--- src/inc/wpc_pkg.sv ---
// Package of constants and types for the watchpoint pair coupling block
// What this block does
// - Chained unit 0 matches only after latched unit 1
// - Address plus control 4..0, masked equivalence, all ones
// - Data plus control 7..5, same masked equivalence
// - Link latch loads data result during address match
// - Unit 1 link latch feeds unit 0 link input
// - Unit 1 span output feeds unit 0 span input
// - Ranges are aligned power-of-two regions via mask
// - Disabled unit still spans but never breaks
// - Unit 0 expecting span low breaks outside unit 1
// - External conditions sampled on falling clock edge
// - Break request must stay clean during live reprogramming
// - Debug control and status accessible at any time
// - Unit holds address, data, control values and masks
// - Control bus mixes core, other unit, external bits
package wpc_pkg;

  // ----------------------------------------------------------------
  // Sizes
  // ----------------------------------------------------------------
  localparam int WPC_UNITS = 2;
  localparam int WPC_AW = 32;
  localparam int WPC_DW = 32;
  localparam int WPC_CW = 10;
  localparam int WPC_ADR_W = 8;

  // ----------------------------------------------------------------
  // Register offsets (byte addresses)
  // ----------------------------------------------------------------
  localparam logic [7:0] WPC_UNIT_STRIDE = 8'h20;
  localparam logic [7:0] WPC_OFF_AV = 8'h00;
  localparam logic [7:0] WPC_OFF_AM = 8'h04;
  localparam logic [7:0] WPC_OFF_DV = 8'h08;
  localparam logic [7:0] WPC_OFF_DM = 8'h0c;
  localparam logic [7:0] WPC_OFF_CV = 8'h10;
  localparam logic [7:0] WPC_OFF_CM = 8'h14;
  localparam logic [7:0] WPC_OFF_STAT = 8'h40;
  localparam logic [7:0] WPC_OFF_IMASK = 8'h44;
  localparam logic [7:0] WPC_OFF_STATE = 8'h48;

  // ----------------------------------------------------------------
  // Control bus bit positions and control value fields
  // ----------------------------------------------------------------
  localparam int WPC_C_EXT = 5;
  localparam int WPC_C_LINK = 6;
  localparam int WPC_C_SPAN = 7;
  localparam int WPC_CV_ENABLE = 8;
  localparam int WPC_CV_W = 9;
  localparam int WPC_CM_W = 8;

  // ----------------------------------------------------------------
  // Status bits and reset values
  // ----------------------------------------------------------------
  localparam int WPC_ST_W = 3;
  localparam int WPC_ST_BREAK = 0;
  localparam int WPC_ST_LINK = 1;
  localparam int WPC_ST_SPAN = 2;
  localparam logic [31:0] WPC_RST_WORD = 32'h0000_0000;
  localparam logic [WPC_CV_W-1:0] WPC_RST_CV = 9'h000;
  localparam logic [WPC_CM_W-1:0] WPC_RST_CM = 8'h00;
  localparam logic [WPC_ST_W-1:0] WPC_RST_ST = 3'h0;

  // ----------------------------------------------------------------
  // Carriers
  // ----------------------------------------------------------------
  typedef struct packed {
    logic [WPC_AW-1:0] addr;
    logic [WPC_DW-1:0] data;
    logic [4:0] ctrl;
    logic [1:0] aux;
  } wpc_core_bus_type;

  typedef struct packed {
    logic [WPC_AW-1:0] address_value;
    logic [WPC_AW-1:0] address_mask;
    logic [WPC_DW-1:0] data_value;
    logic [WPC_DW-1:0] data_mask;
    logic [WPC_CV_W-1:0] control_value;
    logic [WPC_CM_W-1:0] control_mask;
  } wpc_unit_cfg_type;

endpackage : wpc_pkg

--- src/design/wpc_unit.sv ---
// One watchpoint comparator unit with its link latch
`timescale 1ns/1ps
module wpc_unit
  import wpc_pkg::*;
(
  // Clock and reset
  input wire logic sys_clk_i,
  input wire logic reset_n_i,
  // Programming and observed buses
  input wpc_unit_cfg_type cfg_i,
  input wpc_core_bus_type bus_i,
  input wire logic [WPC_CW-1:0] ctrl_i,
  // Results
  output logic link_output_o,
  output logic span_output_o,
  output logic trigger_o,
  output logic addr_hit_o
);

  // ----------------------------------------------------------------
  // Comparators
  // ----------------------------------------------------------------
  logic [WPC_AW+4:0] addr_eq;
  logic [WPC_DW+2:0] data_eq;
  logic addr_hit;
  logic data_hit;
  logic link_r;

  // Masked equivalence; mask ones make a bit a match
  assign addr_eq = ~({cfg_i.address_value, cfg_i.control_value[4:0]} ^ {bus_i.addr, ctrl_i[4:0]})
                   | {cfg_i.address_mask, cfg_i.control_mask[4:0]};
  assign addr_hit = &addr_eq;
  // Data side over data bus and control 7..5
  assign data_eq = ~({cfg_i.data_value, cfg_i.control_value[7:5]} ^ {bus_i.data, ctrl_i[7:5]})
                   | {cfg_i.data_mask, cfg_i.control_mask[7:5]};
  assign data_hit = &data_eq;

  // Span follows the match regardless of enable
  assign span_output_o = addr_hit & data_hit;
  // Only an enabled unit raises a trigger
  assign trigger_o = addr_hit & data_hit & cfg_i.control_value[WPC_CV_ENABLE];
  assign addr_hit_o = addr_hit;
  assign link_output_o = link_r;

  // Link latch written only while the address side matches
  always_ff @(posedge sys_clk_i or negedge reset_n_i) begin
    if (!reset_n_i) begin
      link_r <= 1'b0;
    end else if (addr_hit) begin
      link_r <= data_hit;
    end
  end

endmodule : wpc_unit

--- src/design/wpc_top.sv ---
// Watchpoint pair with chaining, range coupling and Wishbone registers
`timescale 1ns/1ps
module wpc_top
  import wpc_pkg::*;
(
  // Clock and reset
  input wire logic sys_clk_i,
  input wire logic reset_n_i,
  // Wishbone classic slave
  input wire logic wb_cyc_i,
  input wire logic wb_stb_i,
  input wire logic wb_we_i,
  input wire logic [WPC_ADR_W-1:0] wb_adr_i,
  input wire logic [3:0] wb_sel_i,
  input wire logic [31:0] wb_dat_i,
  output logic [31:0] wb_dat_o,
  output logic wb_ack_o,
  // Observed core buses
  input wire logic [WPC_AW-1:0] core_addr_i,
  input wire logic [WPC_DW-1:0] core_data_i,
  input wire logic [4:0] core_ctrl_i,
  input wire logic [1:0] core_aux_i,
  input wire logic [1:0] ext_cond_i,
  // Debug outputs
  output logic break_request_o,
  output logic [WPC_UNITS-1:0] link_output_o,
  output logic [WPC_UNITS-1:0] span_output_o,
  output logic irq_o
);

  // ----------------------------------------------------------------
  // Declarations
  // ----------------------------------------------------------------
  wpc_unit_cfg_type cfg_r [WPC_UNITS];
  wpc_core_bus_type bus;
  logic [WPC_CW-1:0] ctrl_bus [WPC_UNITS];
  logic [WPC_UNITS-1:0] link_w;
  logic [WPC_UNITS-1:0] span_w;
  logic [WPC_UNITS-1:0] trig_w;
  logic [WPC_UNITS-1:0] ahit_w;
  logic [1:0] ext_r;
  logic break_r;
  logic break_nxt;
  logic link1_d_r;
  logic span1_d_r;
  logic ack_r;
  logic [31:0] rdat_r;
  logic [31:0] rdat_nxt;
  logic [WPC_ST_W-1:0] stat_r;
  logic [WPC_ST_W-1:0] stat_nxt;
  logic [WPC_ST_W-1:0] imask_r;
  logic [WPC_ST_W-1:0] events;
  logic [WPC_ST_W-1:0] clr_bits;
  logic req;
  logic wr_en;
  logic [WPC_UNITS-1:0] unit_sel;
  logic [7:0] fld_off;
  logic [WPC_UNITS-1:0] wr_av;
  logic [WPC_UNITS-1:0] wr_am;
  logic [WPC_UNITS-1:0] wr_dv;
  logic [WPC_UNITS-1:0] wr_dm;
  logic [WPC_UNITS-1:0] wr_cv;
  logic [WPC_UNITS-1:0] wr_cm;
  logic wr_stat;
  logic wr_imask;

  // ----------------------------------------------------------------
  // Byte lane merge for partial writes
  // ----------------------------------------------------------------
  function automatic logic [31:0] wpc_merge(input logic [31:0] old_w, input logic [31:0] new_w,
                                            input logic [3:0] sel);
    logic [31:0] res;
    res = old_w;
    for (int b = 0; b < 4; b++) begin
      if (sel[b]) begin
        res[b*8 +: 8] = new_w[b*8 +: 8];
      end
    end
    return res;
  endfunction : wpc_merge

  // ----------------------------------------------------------------
  // External condition sampling
  // ----------------------------------------------------------------
  // Captured on the falling edge so they settle before the next compare
  always_ff @(negedge sys_clk_i or negedge reset_n_i) begin
    if (!reset_n_i) begin
      ext_r <= 2'h0;
    end else begin
      ext_r <= ext_cond_i;
    end
  end

  // ----------------------------------------------------------------
  // Control buses and units
  // ----------------------------------------------------------------
  // Observed core bus bundle
  assign bus.addr = core_addr_i;
  assign bus.data = core_data_i;
  assign bus.ctrl = core_ctrl_i;
  assign bus.aux = core_aux_i;

  // Unit 0 sees unit 1 link latch and span; unit 1 has no partner above it
  assign ctrl_bus[0] = {core_aux_i, span_w[1], link_w[1], ext_r[0], core_ctrl_i};
  assign ctrl_bus[1] = {core_aux_i, 1'b0, 1'b0, ext_r[1], core_ctrl_i};

  // Comparator units, one per slot
  for (genvar u = 0; u < WPC_UNITS; u++) begin : g_unit
    wpc_unit u_unit (
      .sys_clk_i(sys_clk_i),
      .reset_n_i(reset_n_i),
      .cfg_i(cfg_r[u]),
      .bus_i(bus),
      .ctrl_i(ctrl_bus[u]),
      .link_output_o(link_w[u]),
      .span_output_o(span_w[u]),
      .trigger_o(trig_w[u]),
      .addr_hit_o(ahit_w[u])
    );
  end

  assign link_output_o = link_w;
  assign span_output_o = span_w;

  // ----------------------------------------------------------------
  // Break request
  // ----------------------------------------------------------------
  // Chained and range breaks fall out of the unit 0 control compare
  assign break_nxt = |trig_w;

  // Registered so a mid-run reprogram cannot glitch the output
  always_ff @(posedge sys_clk_i or negedge reset_n_i) begin
    if (!reset_n_i) begin
      break_r <= 1'b0;
    end else begin
      break_r <= break_nxt;
    end
  end

  assign break_request_o = break_r;

  // ----------------------------------------------------------------
  // Event edges for the status register
  // ----------------------------------------------------------------
  // Delayed copies of unit 1 outputs for edge detection
  always_ff @(posedge sys_clk_i or negedge reset_n_i) begin
    if (!reset_n_i) begin
      link1_d_r <= 1'b0;
      span1_d_r <= 1'b0;
    end else begin
      link1_d_r <= link_w[1];
      span1_d_r <= span_w[1];
    end
  end

  // Rising edges of break, unit 1 link latch and unit 1 span
  assign events[WPC_ST_BREAK] = break_nxt & ~break_r;
  assign events[WPC_ST_LINK] = link_w[1] & ~link1_d_r;
  assign events[WPC_ST_SPAN] = span_w[1] & ~span1_d_r;

  // ----------------------------------------------------------------
  // Wishbone decode
  // ----------------------------------------------------------------
  // Request and write strobe; commit on the edge that raises ack
  assign req = wb_cyc_i & wb_stb_i & ~ack_r;
  assign wr_en = req & wb_we_i;
  assign fld_off = {3'h0, wb_adr_i[4:0]};

  // Per unit field strobes
  for (genvar u = 0; u < WPC_UNITS; u++) begin : g_dec
    assign unit_sel[u] = (wb_adr_i[7:5] == 3'(u));
    assign wr_av[u] = wr_en & unit_sel[u] & (fld_off == WPC_OFF_AV);
    assign wr_am[u] = wr_en & unit_sel[u] & (fld_off == WPC_OFF_AM);
    assign wr_dv[u] = wr_en & unit_sel[u] & (fld_off == WPC_OFF_DV);
    assign wr_dm[u] = wr_en & unit_sel[u] & (fld_off == WPC_OFF_DM);
    assign wr_cv[u] = wr_en & unit_sel[u] & (fld_off == WPC_OFF_CV);
    assign wr_cm[u] = wr_en & unit_sel[u] & (fld_off == WPC_OFF_CM);
  end

  assign wr_stat = wr_en & (wb_adr_i == WPC_OFF_STAT);
  assign wr_imask = wr_en & (wb_adr_i == WPC_OFF_IMASK);

  // ----------------------------------------------------------------
  // Unit programming registers
  // ----------------------------------------------------------------
  // Values and masks per unit, byte lane writes
  for (genvar u = 0; u < WPC_UNITS; u++) begin : g_cfg
    always_ff @(posedge sys_clk_i or negedge reset_n_i) begin
      if (!reset_n_i) begin
        cfg_r[u].address_value <= WPC_RST_WORD;
        cfg_r[u].address_mask <= WPC_RST_WORD;
        cfg_r[u].data_value <= WPC_RST_WORD;
        cfg_r[u].data_mask <= WPC_RST_WORD;
        cfg_r[u].control_value <= WPC_RST_CV;
        cfg_r[u].control_mask <= WPC_RST_CM;
      end else begin
        if (wr_av[u]) begin
          cfg_r[u].address_value <= wpc_merge(cfg_r[u].address_value, wb_dat_i, wb_sel_i);
        end
        if (wr_am[u]) begin
          cfg_r[u].address_mask <= wpc_merge(cfg_r[u].address_mask, wb_dat_i, wb_sel_i);
        end
        if (wr_dv[u]) begin
          cfg_r[u].data_value <= wpc_merge(cfg_r[u].data_value, wb_dat_i, wb_sel_i);
        end
        if (wr_dm[u]) begin
          cfg_r[u].data_mask <= wpc_merge(cfg_r[u].data_mask, wb_dat_i, wb_sel_i);
        end
        if (wr_cv[u] && wb_sel_i[0]) begin
          cfg_r[u].control_value[7:0] <= wb_dat_i[7:0];
        end
        if (wr_cv[u] && wb_sel_i[1]) begin
          cfg_r[u].control_value[WPC_CV_ENABLE] <= wb_dat_i[WPC_CV_ENABLE];
        end
        if (wr_cm[u] && wb_sel_i[0]) begin
          cfg_r[u].control_mask <= wb_dat_i[WPC_CM_W-1:0];
        end
      end
    end
  end

  // ----------------------------------------------------------------
  // Interrupt status and mask
  // ----------------------------------------------------------------
  // Write one to clear; a same-cycle event wins over the clear
  assign clr_bits = (wr_stat && wb_sel_i[0]) ? wb_dat_i[WPC_ST_W-1:0] : WPC_RST_ST;
  assign stat_nxt = (stat_r & ~clr_bits) | events;

  // Sticky status and its mask
  always_ff @(posedge sys_clk_i or negedge reset_n_i) begin
    if (!reset_n_i) begin
      stat_r <= WPC_RST_ST;
      imask_r <= WPC_RST_ST;
    end else begin
      stat_r <= stat_nxt;
      if (wr_imask && wb_sel_i[0]) begin
        imask_r <= wb_dat_i[WPC_ST_W-1:0];
      end
    end
  end

  assign irq_o = |(stat_r & imask_r);

  // ----------------------------------------------------------------
  // Read data selection
  // ----------------------------------------------------------------
  // Unmapped addresses read as zero
  always_comb begin
    rdat_nxt = WPC_RST_WORD;
    if (wb_adr_i == WPC_OFF_STAT) begin
      rdat_nxt = {29'h0, stat_r};
    end else if (wb_adr_i == WPC_OFF_IMASK) begin
      rdat_nxt = {29'h0, imask_r};
    end else if (wb_adr_i == WPC_OFF_STATE) begin
      rdat_nxt = {27'h0, span_w, link_w, break_r};
    end else begin
      for (int u = 0; u < WPC_UNITS; u++) begin
        if (unit_sel[u] && fld_off == WPC_OFF_AV) begin
          rdat_nxt = cfg_r[u].address_value;
        end else if (unit_sel[u] && fld_off == WPC_OFF_AM) begin
          rdat_nxt = cfg_r[u].address_mask;
        end else if (unit_sel[u] && fld_off == WPC_OFF_DV) begin
          rdat_nxt = cfg_r[u].data_value;
        end else if (unit_sel[u] && fld_off == WPC_OFF_DM) begin
          rdat_nxt = cfg_r[u].data_mask;
        end else if (unit_sel[u] && fld_off == WPC_OFF_CV) begin
          rdat_nxt = {23'h0, cfg_r[u].control_value};
        end else if (unit_sel[u] && fld_off == WPC_OFF_CM) begin
          rdat_nxt = {24'h0, cfg_r[u].control_mask};
        end
      end
    end
  end

  // ----------------------------------------------------------------
  // Wishbone answer
  // ----------------------------------------------------------------
  // One wait state; ack drops the cycle after it is given
  always_ff @(posedge sys_clk_i or negedge reset_n_i) begin
    if (!reset_n_i) begin
      ack_r <= 1'b0;
      rdat_r <= WPC_RST_WORD;
    end else begin
      ack_r <= req;
      if (req) begin
        rdat_r <= rdat_nxt;
      end
    end
  end

  assign wb_ack_o = ack_r;
  assign wb_dat_o = rdat_r;

endmodule : wpc_top

--- config.mk ---
export PLATFORM = sky130hd
export DESIGN_NAME = wpc_top
export DESIGN_NICKNAME = d
export VERILOG_FILES = /design/src/inc/wpc_pkg.sv /design/src/design/wpc_unit.sv /design/src/design/wpc_top.sv
export SDC_FILE = /design/constraint.sdc
export NUM_CORES = 1
export LEC_CHECK = 0
export BUFFER_PORTS_ARGS = -buffer_cell sky130_fd_sc_hd__buf_2
export CAP_MARGIN = 5
export CELL_PAD_IN_SITES_DETAIL_PLACEMENT = 0
export CELL_PAD_IN_SITES_GLOBAL_PLACEMENT = 1
export CORE_AREA = 2 2 188 190
export DETAILED_ROUTE_END_ITERATION = 8
export DIE_AREA = 0 0 190 192
export PLACE_DENSITY = 0.88
export SETUP_SLACK_MARGIN = 0.1
export SYNTH_ARGS = -nofsm -noshare
export SYNTH_HDL_FRONTEND = slang
export SYNTH_SLANG_ARGS = --single-unit
--- constraint.sdc ---
create_clock -name sys_clk_i -period 2.7 [get_ports sys_clk_i]
set_input_delay 0.135 -clock sys_clk_i [delete_from_list [all_inputs] [get_ports sys_clk_i]]
set_output_delay 0.135 -clock sys_clk_i [all_outputs]
set_load 0.1 [all_outputs]
After elaboration in Yosys (flattened, before gate mapping)
Cells that the tools add are included.

word-level totals
  flip-flop bits (word level) = 336
  input bits = 122
  word-level logic and storage cells = 179

cells by class
  reductions and logical operators = 60
  muxes and demuxes = 16
  equal/unequal tests = 9
  bitwise gates (word level) = 46

operators by type and width
  cell                  number
  $mux W32              13
  $not A37 Y37          2
  $or A37 B37 Y37       2
  $reduce_and A37 Y1    2
  $xor A37 B37 Y37      2
  $not A35 Y35          2
  $or A35 B35 Y35       2
  $reduce_and A35 Y1    2
  $xor A35 B35 Y35      2
  $reduce_and A2 Y1     32
  $and A1 B1 Y1         26
  $eq A8 B7 Y1 const B  3
  $logic_and A1 B1 Y1   20
  $eq A5 B4 Y1 const B  2
  $eq A5 B5 Y1 const B  2
  $mux W9               1
  $logic_not A8 Y1      1
  $mux W8               1
  $and A3 B3 Y3         2
  $eq A5 B3 Y1 const B  1
  $not A1 Y1            4
  $eq A3 B1 Y1 const B  1
  $logic_not A3 Y1      1
  $mux W3               1
  other kinds (4)       4

Longest topological paths before layout
  depth in word-level cells = 17
  mapped depth = 11
  gate-level depth less buffers = 10

Modules after synthesis
A second synthesis with hierarchy kept.

unflattened totals
  cells, all modules = 1558
  area, all modules = 17820.8 um2

modules (own cells, without submodules)
  module    area each (um2)  times used  cells an instance
  wpc_top   15843.9          1           1306
  wpc_unit  988.4            2           126

==> qor.yml <==
routing:
  wire_per_inst_um: 28.6
  drtAntennaViolNets: 0
  drt-total-wl_um: 60500
  via_per_inst: 6.42
  drt_first_iter_violations: 1478
  vias: 13600
  drc: 0
  firstDrtPassIters: 8
worst_setup_path:
  cp_cell_sequence: "xnor2_1 -> o22ai_1 -> nor2_1 -> nand2_1 -> nor2_2 -> nand2_2 -> inv_2 -> xnor2_2 -> o21ai_2 -> inv_2 -> buf_12"
  r2r_slack_ns: -0.48
  crit_path_max_fanout: 2
  critPathKind: "reg -> out"
  path_common_cell: "inv_2"
  crit_path_end_kind: "primary output"
  slowest_delay_ns: 0.40
  crit_arrival_ns: 3.53
  worstPathRequired_ns: 2.57
  r2r_start: "ext_r[1]"
  crit_start: "ext_r[1]"
  critPathSlowestCell: "dfrtn_1"
  startpoint_type: "flop"
clocking:
  cts-buffers-inserted: 38
  insertion_delay_ns: 0.53
  root_buffer: "clkbuf_16"
  path_clk_slew_ns: 0.06
  tritoncts: "yes"
  clkSinkCount: 336
  clockBufferDepth: 3
  htree_levels: 2
global_routing:
  grt_pass1_wl_um: 89300
  grtUsageTotal_pct: 33.5
  grt_max_degree: 193
  grt_pass1_vias: 13700
  overflow: 0
  antenna_found_initial: 1
logic_synthesis:
  synth_compound_area_share_pct: 12.8
  syn_nets: 1474
  synth.area.top_cells: "dfrtp_1 50%, mux2_2 20%, xnor2_1 7.5%"
  synthSimpleGateAreaFrac_pct: 6.91
  ys_seq_area_share_pct: 50.6
  synth.distinct_cells: 57
  synth_xor_area_share_pct: 7.48
  synth.avg_cell_area_um2: 12.3
  yosysTopAreaCell: "dfrtp_1"
  synth-edff-count: 0
  ys_ff_latch: 336
  async_flop_share_pct: 100
  netlist_instances: 1352
  synthMuxAreaShare_pct: 20.3
  ys.flop_type: "dfrtp_1"
  netlist_area_mm2: 0.0166
  yosys_warnings: 0
  synth_top_area_share_pct: 50.3
  synth_fa_ha_area_share_pct: 0
  synth_top_family_by_area: "multiplexers"
worst_hold_path:
  hold_start: "wb_dat_i[0]"
  worstHoldPathType: "in -> reg"
placed_design:
  dp_slack_ns: -0.496
  place_inst: 2024
  portBuffers: 158
  gp_routability_congestion: 0.958
  post-dp-hpwl_um: 44300
power_and_ir_drop:
  power_density_mw_per_mm2: 545
  p_sw_mw: 2.69
  power_frac_seq_pct: 46.2
  comb_power_share_pct: 7.7
  internal_power_mw: 8.37
  power_frac_clock_pct: 46.0
  leakage_nw: 9.41
  p_sw_share_pct: 24.4
  peakVddDrop_mv: 0.457
finish:
  area_growth_syn_to_layout_pct: 22.1
  fin_nets: 1760
  final_util_pct: 59.2
  n_fill_cell: 2854
  mostFrequentLayoutCells: "333 x dfrtp_1, 290 x mux2_2, 155 x buf_2"
  fin_cells: 2117
  seqCellArea_mm2: 0.00841
  n_antenna_cell: 0
  drive_above_1_share_pct: 41.6
  multiInputGateArea_mm2: 0.00798
  layout_commonest_cell: "dfrtp_1"
timing:
  finalHoldViolCount: 0
  worst_pin_slew_ns: 1.30
  setup_viol_count_final: 9
  finalMaxSlewViolations: 0
  setup_tns_ns: -3.71
  relSlewSlack_pct: 13.2
  finClkSkew_ns: 0.0161
  setup_ws_ns: -0.962
  rsz0062_at_grt: "true"
floorplan:
  dieArea_mm2: 0.0365
  core_mm2: 0.0343
  ios: 161
  rows: 68
  die_h_um: 192
  die_w_um: 190
  start_util_pct: 48.5
status:
  violations: "negative setup slack"
  outcome: "finished, violations left"
flow_run:
  max_cap_violations: 0
[metal layers]
metal / wire [um] / global-route usage (%)
met2: 27500 / 51.8
met4: 2490 / 13.8
met1: 24000 / 44.7
met3: 6510 / 8.99
met5: 13 / 0
[final timing paths]
path                            cells after the start               end
max in group asynchronous                           2          ext_r[1]
worst max register to register                     12       wb_dat_o[3]
worst min-delay path                                4         stat_r[0]
worst min register to register                      1         stat_r[1]
min in group asynchronous                           2         cfg_r[52]
worst max-delay path                               11  span_output_o[0]
[layout make-up]
cell class | count | share of cell area, %
flip-flops and latches | 336 | 41.4
multi-input cells | 949 | 39.3
repair buffers | 304 | 10.3
clock buffers | 57 | 5.43
well taps | 455 | 2.81
clock inverters | 7 | 0.499
inverters | 9 | 0.166
[cell usage after synthesis, drive strengths merged, types with 2 or more instances]
cell type and number:
dfrtp 334, mux2 293, xnor2 142, o22ai 71, nor2 68, nand2 55
o21ai 49, buf 36, a221oi 25, a22oi 25, a222oi 24, nand3 23
clkbuf 22, a21oi 21, a22o 20, a31oi 20, nor4 18, a21o 15
nor3 14, nand4 10, inv 9, o211ai 9, mux2i 6, a32oi 5
o221ai 5, nand2b 4, a221o 3, nor3b 3, a211o 2, a21boi 2
and3 2, dfrtn 2, nor4b 2, o31ai 2, or4b 2
[metrics by stage]
stage | total power, mW | cell area (um^2) | hold WS, ns
final | 11.1 | 20300 | 0.0473
after global routing | 11.3 | 20300 | 0.0537
after CTS | 11.1 | 20300 | 0.0363
after detailed placement | 6.02 | 18800 | 0.0384
after global placement | 6.01 | 18800 | 0.0347
after floorplan | 5.52 | 16700 | -0.161
[sequential cells by signal, indices dropped and copies added (netlist names)]
signal                       count
cfg_r                          290
break_request_o                  1
span1_d_r                        1
link1_d_r                        1
wb_dat_o                        32
imask_r                          3
ext_r                            2
g_unit.u_unit.link_output_o      2
wb_ack_o                         1
stat_r                           3
[power by group through the flow]
stage	sequential (mW)	clock, mW	combinational (mW)
6_report	5.11	5.09	0.856
3_3_place_gp	5.20	0	0.807
5_1_grt	5.11	5.32	0.904
2_1_floorplan	5.24	0	0.279
4_1_cts	5.11	5.11	0.845
3_5_place_dp	5.20	0	0.814
[critical path, delay by kind of cell, from the launching register on]
| family | cells | cell delay [ns] |
|---|---|---|
| AOI/OAI and AO/OA | 2 | 0.26 |
| xor gates and xnor gates | 2 | 0.19 |
| DFF | 1 | 0.40 |
| and+or+nand+nor | 4 | 0.46 |
| buffers and inverters | 3 | 0.33 |
[cell families (layout without fill, tap and decap cells)]
kind of cell,after synthesis,in the layout
and+or+nand+nor,204,204
buffers and inverters,67,377
AOI/OAI and AO/OA,303,303
xor gates and xnor gates,142,142
DFF,336,336
muxes,300,300
[timing repair]
item,4_1_cts,5_1_grt
resized for setup,11,7
pin swaps,6,10
setup endpoints to repair,10,10
endpoints found under the hold margin,218,0
hold buffers,24,0
buffers inserted,4,4
No activity file was read; power rests on OpenSTA's default activity.
